### src/logic/bor_pkg.sv
// Package: register map, field positions and reset values for the brownout status block
package bor_pkg;
  // Register indices as printed; byte address is four times the index
  localparam logic [7:0]  IDX_IRQ_ENABLE   = 8'h0a;
  localparam logic [7:0]  IDX_STATUS       = 8'h0b;
  localparam logic [7:0]  IDX_POWER_ENABLE = 8'h05;
  localparam logic [7:0]  IDX_MONITOR_CTRL = 8'h06;
  localparam logic [11:0] ADDR_IRQ_ENABLE   = {2'h0, IDX_IRQ_ENABLE, 2'h0};
  localparam logic [11:0] ADDR_STATUS       = {2'h0, IDX_STATUS, 2'h0};
  localparam logic [11:0] ADDR_POWER_ENABLE = {2'h0, IDX_POWER_ENABLE, 2'h0};
  localparam logic [11:0] ADDR_MONITOR_CTRL = {2'h0, IDX_MONITOR_CTRL, 2'h0};
  localparam int          ADDR_W            = 12;
  // Interrupt-enable fields
  localparam int BIT_USER_SW      = 0;
  localparam int BIT_ADC_READY_EN = 1;
  localparam int BIT_ADC_OVR_EN   = 2;
  localparam int BIT_CORE_BO_EN   = 4;
  localparam int BIT_IO_BO_EN     = 5;
  localparam int BIT_OSC_FAIL_EN  = 6;
  localparam logic [15:0] IRQ_ENABLE_MASK  = 16'h0077;
  localparam logic [15:0] IRQ_ENABLE_RESET = 16'h0001;
  // Status fields
  localparam int BIT_ADC_READY  = 1;
  localparam int BIT_ADC_OVR    = 2;
  localparam int BIT_CORE_FLAG  = 4;
  localparam int BIT_IO_FLAG    = 5;
  localparam int BIT_OSC_FAIL   = 6;
  localparam int BIT_OSC_READY  = 11;
  localparam int BIT_CORE_LEVEL = 14;
  localparam int BIT_IO_LEVEL   = 15;
  // Power-enable fields (monitor enables only)
  localparam int BIT_CORE_MON_EN = 11;
  localparam int BIT_IO_MON_EN   = 12;
  localparam logic [15:0] POWER_ENABLE_MASK  = 16'h1800;
  localparam logic [15:0] POWER_ENABLE_RESET = 16'h0000;
  // Monitor control fields
  localparam int BIT_CORE_THR_LO = 2;
  localparam int BIT_IO_THR_LO   = 4;
  localparam logic [15:0] MONITOR_CTRL_MASK  = 16'h003c;
  localparam logic [15:0] MONITOR_CTRL_RESET = 16'h0000;
  // AXI responses
  localparam logic [1:0] RESP_OKAY   = 2'h0;
  localparam logic [1:0] RESP_SLVERR = 2'h2;
endpackage

### src/logic/bor_regs.sv
// Brownout interrupt-enable and status registers behind an AXI4-Lite slave
//
// The AXI4-Lite slave port was decided locally.
`timescale 1ns/1ps
module bor_regs (
  // Clock and resets
  input  wire logic        aclk,
  input  wire logic        aresetn,
  input  wire logic        por_n,
  // AXI4-Lite write address
  input  wire logic [11:0] s_axi_awaddr,
  input  wire logic        s_axi_awvalid,
  output logic             s_axi_awready,
  // AXI4-Lite write data
  input  wire logic [31:0] s_axi_wdata,
  input  wire logic [3:0]  s_axi_wstrb,
  input  wire logic        s_axi_wvalid,
  output logic             s_axi_wready,
  // AXI4-Lite write response
  output logic [1:0]       s_axi_bresp,
  output logic             s_axi_bvalid,
  input  wire logic        s_axi_bready,
  // AXI4-Lite read address
  input  wire logic [11:0] s_axi_araddr,
  input  wire logic        s_axi_arvalid,
  output logic             s_axi_arready,
  // AXI4-Lite read data
  output logic [31:0]      s_axi_rdata,
  output logic [1:0]       s_axi_rresp,
  output logic             s_axi_rvalid,
  input  wire logic        s_axi_rready,
  // Comparators, high while supply above threshold
  input  wire logic        io_comparator_raw,
  input  wire logic        core_comparator_raw,
  // Neighbouring sources
  input  wire logic        hf_osc_ready,
  input  wire logic        osc_fail_event,
  input  wire logic        adc_overrun_event,
  input  wire logic        adc_ready_event,
  // Core interrupt controller gating
  input  wire logic        global_irq_enable,
  input  wire logic        group_irq_mask,
  // Threshold selects to comparators, and monitor enables
  output logic [1:0]       io_irq_threshold,
  output logic [1:0]       core_irq_threshold,
  output logic             io_monitor_en,
  output logic             core_monitor_en,
  // Interrupt requests
  output logic             io_brownout_req,
  output logic             core_brownout_req,
  output logic             brownout_irq
);
  // Register state
  logic [15:0] analog_irq_enable, next_analog_irq_enable;
  logic [15:0] analog_power_enable, next_analog_power_enable;
  logic [15:0] voltage_monitor_ctrl, next_voltage_monitor_ctrl;
  logic        io_brownout_flag, next_io_brownout_flag;
  logic        core_brownout_flag, next_core_brownout_flag;
  logic        osc_fail_flag, next_osc_fail_flag;
  logic        adc_overrun_flag, next_adc_overrun_flag;
  logic        adc_ready_flag, next_adc_ready_flag;
  logic        io_sync, core_sync;
  logic        io_sync_d, next_io_sync_d;
  logic        core_sync_d, next_core_sync_d;
  logic        io_comparator_level;
  logic        core_comparator_level;
  logic        io_fall, core_fall;
  logic        status_read;
  // Bus state
  logic        aw_held, next_aw_held;
  logic        w_held, next_w_held;
  logic [11:0] aw_addr, next_aw_addr;
  logic [31:0] w_data, next_w_data;
  logic [3:0]  w_strb, next_w_strb;
  logic        next_bvalid;
  logic [1:0]  next_bresp;
  logic        next_rvalid;
  logic [31:0] next_rdata;
  logic [1:0]  next_rresp;
  logic        do_write;
  logic [15:0] wmask;
  logic [15:0] wval;
  logic [15:0] status_word;

  // Comparator synchronisers
  bor_sync u_sync_io (
    .aclk    (aclk),
    .aresetn (por_n),
    .din     (io_comparator_raw),
    .dout    (io_sync)
  );
  bor_sync u_sync_core (
    .aclk    (aclk),
    .aresetn (por_n),
    .din     (core_comparator_raw),
    .dout    (core_sync)
  );

  // Levels, edges and requests
  assign io_monitor_en         = analog_power_enable[bor_pkg::BIT_IO_MON_EN];
  assign core_monitor_en       = analog_power_enable[bor_pkg::BIT_CORE_MON_EN];
  assign io_comparator_level   = io_sync & io_monitor_en;
  assign core_comparator_level = core_sync & core_monitor_en;
  assign io_fall               = io_sync_d & ~io_sync & io_monitor_en;
  assign core_fall             = core_sync_d & ~core_sync & core_monitor_en;
  assign io_irq_threshold      = voltage_monitor_ctrl[bor_pkg::BIT_IO_THR_LO +: 2];
  assign core_irq_threshold    = voltage_monitor_ctrl[bor_pkg::BIT_CORE_THR_LO +: 2];
  assign io_brownout_req       = analog_irq_enable[bor_pkg::BIT_IO_BO_EN] & io_brownout_flag;
  assign core_brownout_req     = analog_irq_enable[bor_pkg::BIT_CORE_BO_EN] & core_brownout_flag;
  // Gating is the processor's; modelled here so one line shows the taken request
  assign brownout_irq = (io_brownout_req | core_brownout_req) & global_irq_enable & group_irq_mask;

  // Status word assembly; unlisted bits stay zero
  always_comb begin
    status_word = 16'h0000;
    status_word[bor_pkg::BIT_IO_LEVEL]   = io_comparator_level;
    status_word[bor_pkg::BIT_CORE_LEVEL] = core_comparator_level;
    status_word[bor_pkg::BIT_OSC_READY]  = hf_osc_ready;
    status_word[bor_pkg::BIT_OSC_FAIL]   = osc_fail_flag;
    status_word[bor_pkg::BIT_IO_FLAG]    = io_brownout_flag;
    status_word[bor_pkg::BIT_CORE_FLAG]  = core_brownout_flag;
    status_word[bor_pkg::BIT_ADC_OVR]    = adc_overrun_flag;
    status_word[bor_pkg::BIT_ADC_READY]  = adc_ready_flag;
  end

  // Bus next state: capture AW and W in any order, answer after both
  always_comb begin
    next_aw_held = aw_held;
    next_aw_addr = aw_addr;
    next_w_held  = w_held;
    next_w_data  = w_data;
    next_w_strb  = w_strb;
    next_bvalid  = s_axi_bvalid;
    next_bresp   = s_axi_bresp;
    next_rvalid  = s_axi_rvalid;
    next_rdata   = s_axi_rdata;
    next_rresp   = s_axi_rresp;
    status_read  = 1'b0;
    if (s_axi_awvalid && s_axi_awready) begin
      next_aw_held = 1'b1;
      next_aw_addr = s_axi_awaddr;
    end
    if (s_axi_wvalid && s_axi_wready) begin
      next_w_held = 1'b1;
      next_w_data = s_axi_wdata;
      next_w_strb = s_axi_wstrb;
    end
    do_write = aw_held && w_held && !s_axi_bvalid;
    if (do_write) begin
      next_aw_held = 1'b0;
      next_w_held  = 1'b0;
      next_bvalid  = 1'b1;
      // Status is read-only, so a write there is refused
      if (aw_addr == bor_pkg::ADDR_IRQ_ENABLE || aw_addr == bor_pkg::ADDR_POWER_ENABLE ||
          aw_addr == bor_pkg::ADDR_MONITOR_CTRL) begin
        next_bresp = bor_pkg::RESP_OKAY;
      end else begin
        next_bresp = bor_pkg::RESP_SLVERR;
      end
    end
    if (s_axi_bvalid && s_axi_bready) begin
      next_bvalid = 1'b0;
    end
    if (s_axi_arvalid && s_axi_arready) begin
      next_rvalid = 1'b1;
      next_rresp  = bor_pkg::RESP_OKAY;
      next_rdata  = 32'h00000000;
      case (s_axi_araddr)
        bor_pkg::ADDR_IRQ_ENABLE:   next_rdata[15:0] = analog_irq_enable;
        bor_pkg::ADDR_POWER_ENABLE: next_rdata[15:0] = analog_power_enable;
        bor_pkg::ADDR_MONITOR_CTRL: next_rdata[15:0] = voltage_monitor_ctrl;
        bor_pkg::ADDR_STATUS: begin
          next_rdata[15:0] = status_word;
          status_read      = 1'b1;
        end
        default: next_rresp = bor_pkg::RESP_SLVERR;
      endcase
    end else if (s_axi_rvalid && s_axi_rready) begin
      next_rvalid = 1'b0;
    end
  end

  // Handshake readies; one outstanding read, and a second write can be taken while a write response waits
  assign s_axi_awready = !aw_held;
  assign s_axi_wready  = !w_held;
  assign s_axi_arready = !s_axi_rvalid;

  // Write strobes expanded to the low 16 bits
  assign wmask = {{8{w_strb[1]}}, {8{w_strb[0]}}};
  assign wval  = w_data[15:0];

  // Register and flag next values
  always_comb begin
    next_analog_irq_enable    = analog_irq_enable;
    next_analog_power_enable  = analog_power_enable;
    next_voltage_monitor_ctrl = voltage_monitor_ctrl;
    if (do_write && aw_addr == bor_pkg::ADDR_IRQ_ENABLE) begin
      // Only implemented bits take writes
      next_analog_irq_enable = (analog_irq_enable & ~(wmask & bor_pkg::IRQ_ENABLE_MASK)) |
                               (wval & wmask & bor_pkg::IRQ_ENABLE_MASK);
    end
    if (do_write && aw_addr == bor_pkg::ADDR_POWER_ENABLE) begin
      next_analog_power_enable = (analog_power_enable & ~(wmask & bor_pkg::POWER_ENABLE_MASK)) |
                                 (wval & wmask & bor_pkg::POWER_ENABLE_MASK);
    end
    if (do_write && aw_addr == bor_pkg::ADDR_MONITOR_CTRL) begin
      next_voltage_monitor_ctrl = (voltage_monitor_ctrl & ~(wmask & bor_pkg::MONITOR_CTRL_MASK)) |
                                  (wval & wmask & bor_pkg::MONITOR_CTRL_MASK);
    end
    // Set beats clear so a coincident event survives the read
    next_io_brownout_flag   = io_fall | (io_brownout_flag & ~status_read);
    next_core_brownout_flag = core_fall | (core_brownout_flag & ~status_read);
    next_osc_fail_flag      = osc_fail_event | (osc_fail_flag & ~status_read);
    next_adc_overrun_flag   = adc_overrun_event | (adc_overrun_flag & ~status_read);
    next_adc_ready_flag     = adc_ready_event | (adc_ready_flag & ~status_read);
    next_io_sync_d          = io_sync;
    next_core_sync_d        = core_sync;
  end

  // Bus and control registers and the ADC overrun flag, cleared by the warm reset aresetn only
  always_ff @(posedge aclk) begin
    if (!aresetn) begin
      aw_held              <= 1'b0;
      w_held               <= 1'b0;
      aw_addr              <= 12'h000;
      w_data               <= 32'h00000000;
      w_strb               <= 4'h0;
      s_axi_bvalid         <= 1'b0;
      s_axi_bresp          <= bor_pkg::RESP_OKAY;
      s_axi_rvalid         <= 1'b0;
      s_axi_rdata          <= 32'h00000000;
      s_axi_rresp          <= bor_pkg::RESP_OKAY;
      analog_irq_enable    <= bor_pkg::IRQ_ENABLE_RESET;
      analog_power_enable  <= bor_pkg::POWER_ENABLE_RESET;
      voltage_monitor_ctrl <= bor_pkg::MONITOR_CTRL_RESET;
      adc_overrun_flag     <= 1'b0;
    end else begin
      aw_held              <= next_aw_held;
      w_held               <= next_w_held;
      aw_addr              <= next_aw_addr;
      w_data               <= next_w_data;
      w_strb               <= next_w_strb;
      s_axi_bvalid         <= next_bvalid;
      s_axi_bresp          <= next_bresp;
      s_axi_rvalid         <= next_rvalid;
      s_axi_rdata          <= next_rdata;
      s_axi_rresp          <= next_rresp;
      analog_irq_enable    <= next_analog_irq_enable;
      analog_power_enable  <= next_analog_power_enable;
      voltage_monitor_ctrl <= next_voltage_monitor_ctrl;
      adc_overrun_flag     <= next_adc_overrun_flag;
    end
  end

  // Status flags other than the ADC overrun flag survive warm resets; only power-on clears them
  always_ff @(posedge aclk) begin
    if (!por_n) begin
      io_brownout_flag   <= 1'b0;
      core_brownout_flag <= 1'b0;
      osc_fail_flag      <= 1'b0;
      adc_ready_flag     <= 1'b0;
      io_sync_d          <= 1'b0;
      core_sync_d        <= 1'b0;
    end else begin
      io_brownout_flag   <= next_io_brownout_flag;
      core_brownout_flag <= next_core_brownout_flag;
      osc_fail_flag      <= next_osc_fail_flag;
      adc_ready_flag     <= next_adc_ready_flag;
      io_sync_d          <= next_io_sync_d;
      core_sync_d        <= next_core_sync_d;
    end
  end

  // Checks
  chk_io_request: assert property (@(posedge aclk) disable iff (!aresetn)
    io_brownout_req == (analog_irq_enable[bor_pkg::BIT_IO_BO_EN] && io_brownout_flag))
    else $error("io request mismatch");
  chk_core_request: assert property (@(posedge aclk) disable iff (!aresetn)
    core_brownout_req == (analog_irq_enable[bor_pkg::BIT_CORE_BO_EN] && core_brownout_flag))
    else $error("core request mismatch");
  chk_irq_gating: assert property (@(posedge aclk) disable iff (!aresetn)
    brownout_irq |-> (global_irq_enable && group_irq_mask))
    else $error("irq without gating");
  chk_enable_reserved: assert property (@(posedge aclk) disable iff (!aresetn)
    (analog_irq_enable & ~bor_pkg::IRQ_ENABLE_MASK) == 16'h0000)
    else $error("reserved enable bit set");
  chk_status_clear: assert property (@(posedge aclk) disable iff (!aresetn || !por_n)
    (status_read && !io_fall) |=> !io_brownout_flag)
    else $error("io flag not cleared by read");
  chk_io_flag_set: assert property (@(posedge aclk) disable iff (!por_n)
    io_fall |=> io_brownout_flag)
    else $error("io event lost");
  chk_core_flag_set: assert property (@(posedge aclk) disable iff (!por_n)
    core_fall |=> core_brownout_flag)
    else $error("core event lost");
  chk_io_level_off: assert property (@(posedge aclk) disable iff (!aresetn)
    !io_monitor_en |-> !status_word[bor_pkg::BIT_IO_LEVEL])
    else $error("io level shown while off");
  chk_core_level_off: assert property (@(posedge aclk) disable iff (!aresetn)
    !core_monitor_en |-> !status_word[bor_pkg::BIT_CORE_LEVEL])
    else $error("core level shown while off");
  chk_flag_hold: assert property (@(posedge aclk) disable iff (!por_n)
    (io_brownout_flag && !status_read) |=> io_brownout_flag)
    else $error("io flag dropped without read");
endmodule // bor_regs

### src/logic/bor_sync.sv
// Two-stage synchroniser for one comparator level
`timescale 1ns/1ps
module bor_sync (
  // Clock and reset
  input  wire logic aclk,
  input  wire logic aresetn,
  // Level in and out
  input  wire logic din,
  output logic      dout
);
  logic stage1;
  logic next_stage1;
  logic next_dout;

  // Next values; first stage feeds only the second
  always_comb begin
    next_stage1 = din;
    next_dout   = stage1;
  end

  // Registers
  always_ff @(posedge aclk) begin
    if (!aresetn) begin
      stage1 <= 1'b0;
      dout   <= 1'b0;
    end else begin
      stage1 <= next_stage1;
      dout   <= next_dout;
    end
  end
endmodule // bor_sync

### config.mk
export PLATFORM = sky130hd
export DESIGN_NAME = bor_regs
export DESIGN_NICKNAME = d
export VERILOG_FILES = /design/src/logic/bor_pkg.sv /design/src/logic/bor_regs.sv /design/src/logic/bor_sync.sv
export SDC_FILE = /design/constraint.sdc
export NUM_CORES = 1
export LEC_CHECK = 0
export BUFFER_PORTS_ARGS = -buffer_cell sky130_fd_sc_hd__buf_2
export CAP_MARGIN = 0
export CORE_UTILIZATION = 45
export DETAILED_ROUTE_END_ITERATION = 6
export GPL_TIMING_DRIVEN = 1
export PLACE_DENSITY = 0.78
export SYNTH_ARGS = -nofsm -noshare
export SYNTH_HDL_FRONTEND = slang
export SYNTH_SLANG_ARGS = --single-unit
### constraint.sdc
create_clock -name aclk -period 1.9 [get_ports aclk]
set_input_delay 0.38 -clock aclk [delete_from_list [all_inputs] [get_ports aclk]]
set_output_delay 0.38 -clock aclk [all_outputs]
set_load 0.01 [all_outputs]
# == After elaboration in Yosys (flattened, before gate mapping) ==
# Cells that the tools add are included.
# word_totals
register_bits,110
inputBits,76
output_inout_bits,50
wordCells,93
# classes
n_eq_ne,7
n_mux,7
bitwise,35
reduce_logical,20
# ops
cell,n
case mux 16 bit (4 select lines),1
bitwise AND 16 bit,3
"== test 12 x 5 -> 1 bit, second input constant",4
"== test 12 x 6 -> 1 bit, second input constant",3
inverter 13 -> 16 bit,1
inverter 6 -> 16 bit,1
inverter 7 -> 16 bit,1
bitwise OR 16 x 13 -> 16 bit,1
bitwise OR 16 x 6 -> 16 bit,1
bitwise OR 16 x 7 -> 16 bit,1
bitwise AND 1 bit,15
bitwise AND 13 bit,1
logical AND 1 bit,10
bitwise OR 1 bit,6
zero test 1 bit,4
two-way mux 1 bit,4
two-way mux 2 bit,2
inverter 1 bit,4
OR reduction 2 bit,2
OR reduction 4 bit,1
logical OR 1 bit,2
nonzero test 2 bit,1

# == Longest topological paths before layout ==
# logic_depth
depth_word,6
depth_mapped,5
ltp_nobuf,4

# == Hierarchy ==
# From an unflattened synthesis, not the netlist that was laid out.
# unflattened
cells_unflattened,316
hier_area_um2,2705.1
# modules_own_cells
module,n_inst,cells_each,area_per_inst_um2,seq_area_each_um2
bor_regs,1,308,2600.0,1181.1
bor_sync,2,4,52.6,40.0

# == Worst setup path before layout ==
# OpenSTA, ideal clock, no wires.
# synth_timing
kind,register -> register
from,reg aw_addr[7]
to,reg (tool-made name)
setup_time_ps,120
arrival_time_ps,1342
required_time_ps,1780
path_slack_ps,439
path_stages_with_launch,5
path_buffers,0
synth_period_minus_slack_ps,1461
cell_sequence,dfxtp_1 -> nor4_4 -> nand4_2 -> or4_1 -> o31a_1
# synth_rtl
item,line,source
from (decl),bor_regs.sv:72,"logic [11:0] aw_addr, next_aw_addr;"
from (signal assigned),bor_regs.sv:240,aw_addr <= next_aw_addr;

==> results.md <==
Synth:
- The fraction of post-synthesis cell area in the top cell type by area is between 40 and 50%.
- Sorting the synthesized cells by how often they occur yields nand2_1, dfxtp_1, a21oi_1, buf_4, mux2i_1.
- Sequential cells were found to cover 45.8% of the synthesized design area.
- The number of synthesized flops with an enable pin is 0.
- The cell area after synthesis is about 2800 um2.
- The total number of yosys warnings is 0.
- After synthesis the netlist holds a flip-flop and latch count of 63.
- The most common cell in the netlist is nand2_1.
- Sorting the synthesized cells by area gives the leading types as dfxtp_1, nand2_1, buf_4, a21oi_1, mux2i_1.
- A synthesized cell averages roughly 8.7 um2.
- The distinct cell type count of the synthesized netlist is 47.
- Summed over all instances, the cell type with the most area after synthesis is dfxtp_1.
- The dominant synthesized flop cell is dfxtp_1.
- The post-synthesis cell count is roughly 320.
- The proportion of register bits with asynchronous set or reset after synthesis is 0%.

Drt:
- After detailed routing, the number of remaining DRC violations is 0.
- The mean routed wirelength per cell is around 12 um.
- The detailed router finished its first iteration with 67 violations.
- The via-per-instance ratio is 4.81.
- In this run the remaining antenna-violating nets after routing total 0.
- The detailed-routed wire length on met2 is about 2700 um.
- For this block, the via count after detailed routing is approximately 2300.
- Wires add up to roughly 5700 um.
- Signal routing reaches up to met4.
- The routed design uses between 300 and 400 um of met3 wire.
- The first detailed-routing pass ran for 4 iterations.
- The detailed router put a total of 2570 um of wire on met1.

CTS:
- The H-tree depth is 3.
- The library cell used as clock root buffer is clkbuf_8.
- The number of CTS-inserted buffers is 9.
- The clock passes through at most 2 buffers.
- Post-CTS repair changed the size of 0 cells.
- The number of post-CTS setup repair buffers is 0.
- The clock tree from TritonCTS is built.
- The clock net in this run drives a total of between 60 and 70 sinks.
- The number of hold buffers added after CTS was 0.
- The clock network latency to the later pin of the worst-skew pair is 330 ps.
- After clock tree synthesis, the clock-pin slew on the worst setup and hold paths is approximately 70 ps.

Place:
- Summed over all nets, the half-perimeter wirelength after detailed placement is between 4000 and 5000 um.
- Input and output buffers added on the ports amount to 77.
- Routability-driven placement finished with a final weighted congestion of about 0.86.

Worst setup path:
- The worst reg-to-reg path cell count is 4.
- The category of the worst setup path capture point is a flip-flop.
- Traced cell by cell, the critical path runs through nor4_4, nand4_2, nor3b_2, mux2i_1.
- The nature of the critical path startpoint is a flip-flop.
- The worst setup path category is reg -> reg.
- The number of buffers and inverters on the critical path is 0.
- The required time of the worst setup path is approximately 2200 ps.
- The startpoint identified for the worst register-to-register timing path is aw_addr[7].
- The largest fanout of any net on the critical path is 4.
- The cell with the largest stage delay on the worst path is nor3b_2.
- At the worst endpoint, the arrival time is between 1500 and 2000 ps.
- The internal reg-to-reg setup slack is roughly 280 ps.
- The critical path's largest stage delay is 460 ps.
- The family of cells with the greatest summed delay on the critical path is simple AND/OR/NAND/NOR gates.

Floorplan:
- The region available for standard cell placement spans about 6000 um2.
- Once the floorplan was initialized, standard cells occupied a little under half of the core.
- The die covers roughly 6400 um2.
- The die is between 80 and 90 um tall.
- In this run the count of I/O pins placed on the die edge is roughly 130.
- The row count is 28.
- The floorplan step set the die width to between 80 and 90 um.

Worst hold path:
- Counting instances, the worst hold path has a depth of 2.
- The capture endpoint of the worst hold path is u_sync_core.next_dout.
- The min-delay analysis places its worst path in the category in -> reg.
- The launch point of the worst hold path is core_comparator_raw.

GRT:
- The wire length of the first global-routing pass is roughly 9400 um.
- The total congestion overflow is 0.
- Global routing consumed, over all layers together, about 19% of the routing resources.
- The initial antenna violation count is 0.
- Entering global routing, the biggest net connects 35 pins.
- The via count of the first global-routing pass is about 2100.

Timing:
- The number of pins exceeding their max-slew limit in the final report was 0.
- Setup violations remaining at the end of the flow were counted as 0.
- In the final timing run, aggregate negative setup slack is 0 ps.
- The achievable frequency is ~0.62 GHz.
- The setup skew after layout is between 6 and 7 ps.
- The final hold violation count is 0.
- The clock period could shrink to between 1500 and 2000 ps.
- For the pin with the worst max-slew slack, the measured transition is between 700 and 800 ps.
- Setup repair after global routing left no endpoint under its margin.
- The final clock period utilization by the worst path is between 80 and 90%.
- The worst slew margin relative to its limit is roughly half.

Cells and area:
- The antenna cell count is 0.
- The final design utilization is 56.1%.
- The layout overhead on the synthesized area is 20.5%.
- Of the cells placed in the final design, the portion with a size suffix greater than 1 is 27.1%.
- The final layout net count is about 470.
- The total of fill cells in the finished design is 570.

Power and ir drop:
- The largest voltage drop on the vdd net is between 0.6 and 0.7 mV.
- Power spread over the standard cell area amounts to 838 nW/um2.
- In this run the static leakage power is approximately 1.5 nW.

Flow run:
- Max-cap violations in this run came to 0.

Outcome:
- The run finished with clean final reports.
==> cell families (layout without fill, tap and decap cells) <==
group                  after synthesis  count (layout)  synth area share (%)
XOR/XNOR                             1               1                 0.318
flip-flops                          63              63                  45.8
other                                1              23                 0.136
AND/OR/NAND/NOR                    143             143                  27.7
AO/OA/AOI/OAI                       52              52                  11.4
buffers and inverters               42             105                  9.13
multiplexers                        15              15                  5.54
==> worst max path at each step <==
stage | depth (start not counted) | startpoint | end
6_report | 4 | aw_addr[7] | flip-flop
5_1_grt | 4 | aw_addr[11] | flip-flop
4_1_cts | 4 | aw_addr[7] | flip-flop
3_5_place_dp | 5 | s_axi_araddr[6] | s_axi_rdata[5]
3_3_place_gp | 5 | s_axi_araddr[6] | s_axi_rdata[0]
2_1_floorplan | 4 | aw_addr[7] | flip-flop
==> area by class of cell <==
cell class | count | area [um2] | share of cell area, %
multi-input cells | 234 | 1330 | 39.9
flip-flops and latches | 63 | 1260 | 38.0
repair buffers | 82 | 423 | 12.7
clock buffers | 12 | 145 | 4.37
well taps | 75 | 93.8 | 2.83
clock inverters | 4 | 45.0 | 1.36
inverters | 7 | 26.3 | 0.792
==> cells in the final DEF (no fill, tap or decap), types with 3 or more instances in the layout <==
cell / n
and2_1: 12
conb_1: 23
nor2b_1: 7
a21oi_1: 32
nand3_1: 3
mux2i_1: 13
o21ai_0: 4
inv_1: 6
nand2_1: 80
clkinv_2: 3
buf_2: 77
nand2b_1: 4
dfxtp_1: 63
nor2_1: 9
buf_4: 5
nand4_1: 4
clkbuf_8: 10
a32oi_1: 4
and3b_1: 4
==> power by group <==
group	switching (W)	leakage [nW]	internal, W	total [W]
Combinational	0.000152	0.847	0.000111	0.000263
Clock	0.000479	0.100	0.000636	0.00111
Sequential	0.0000350	0.514	0.00137	0.00140
Total	0.000666	1.46	0.00212	0.00278
==> routing by layer <==
metal  global-route usage [%]  vias to the layer above
li1                         -                     1181
met1                     22.7                     1017
met2                     31.5                       85
met3                     7.16                        9
met4                     9.46                        0
met5                        0                        -
==> metrics by stage <==
| step | std cells | hold slack, ps | total power [W] | instance area (um2) | worst slack, ps |
|---|---|---|---|---|---|
| 2_1_floorplan | 339 | 412 | 0.00163 | 2840 | 439 |
| 3_3_place_gp | 461 | 422 | 0.00169 | 3130 | 279 |
| 3_5_place_dp | 461 | 419 | 0.00170 | 3130 | 216 |
| 4_1_cts | 477 | 237 | 0.00281 | 3320 | 244 |
| 5_1_grt | 477 | 255 | 0.00292 | 3320 | 168 |
| 6_report | 477 | 252 | 0.00278 | 3320 | 284 |
Power figures use the tool's default switching activity.
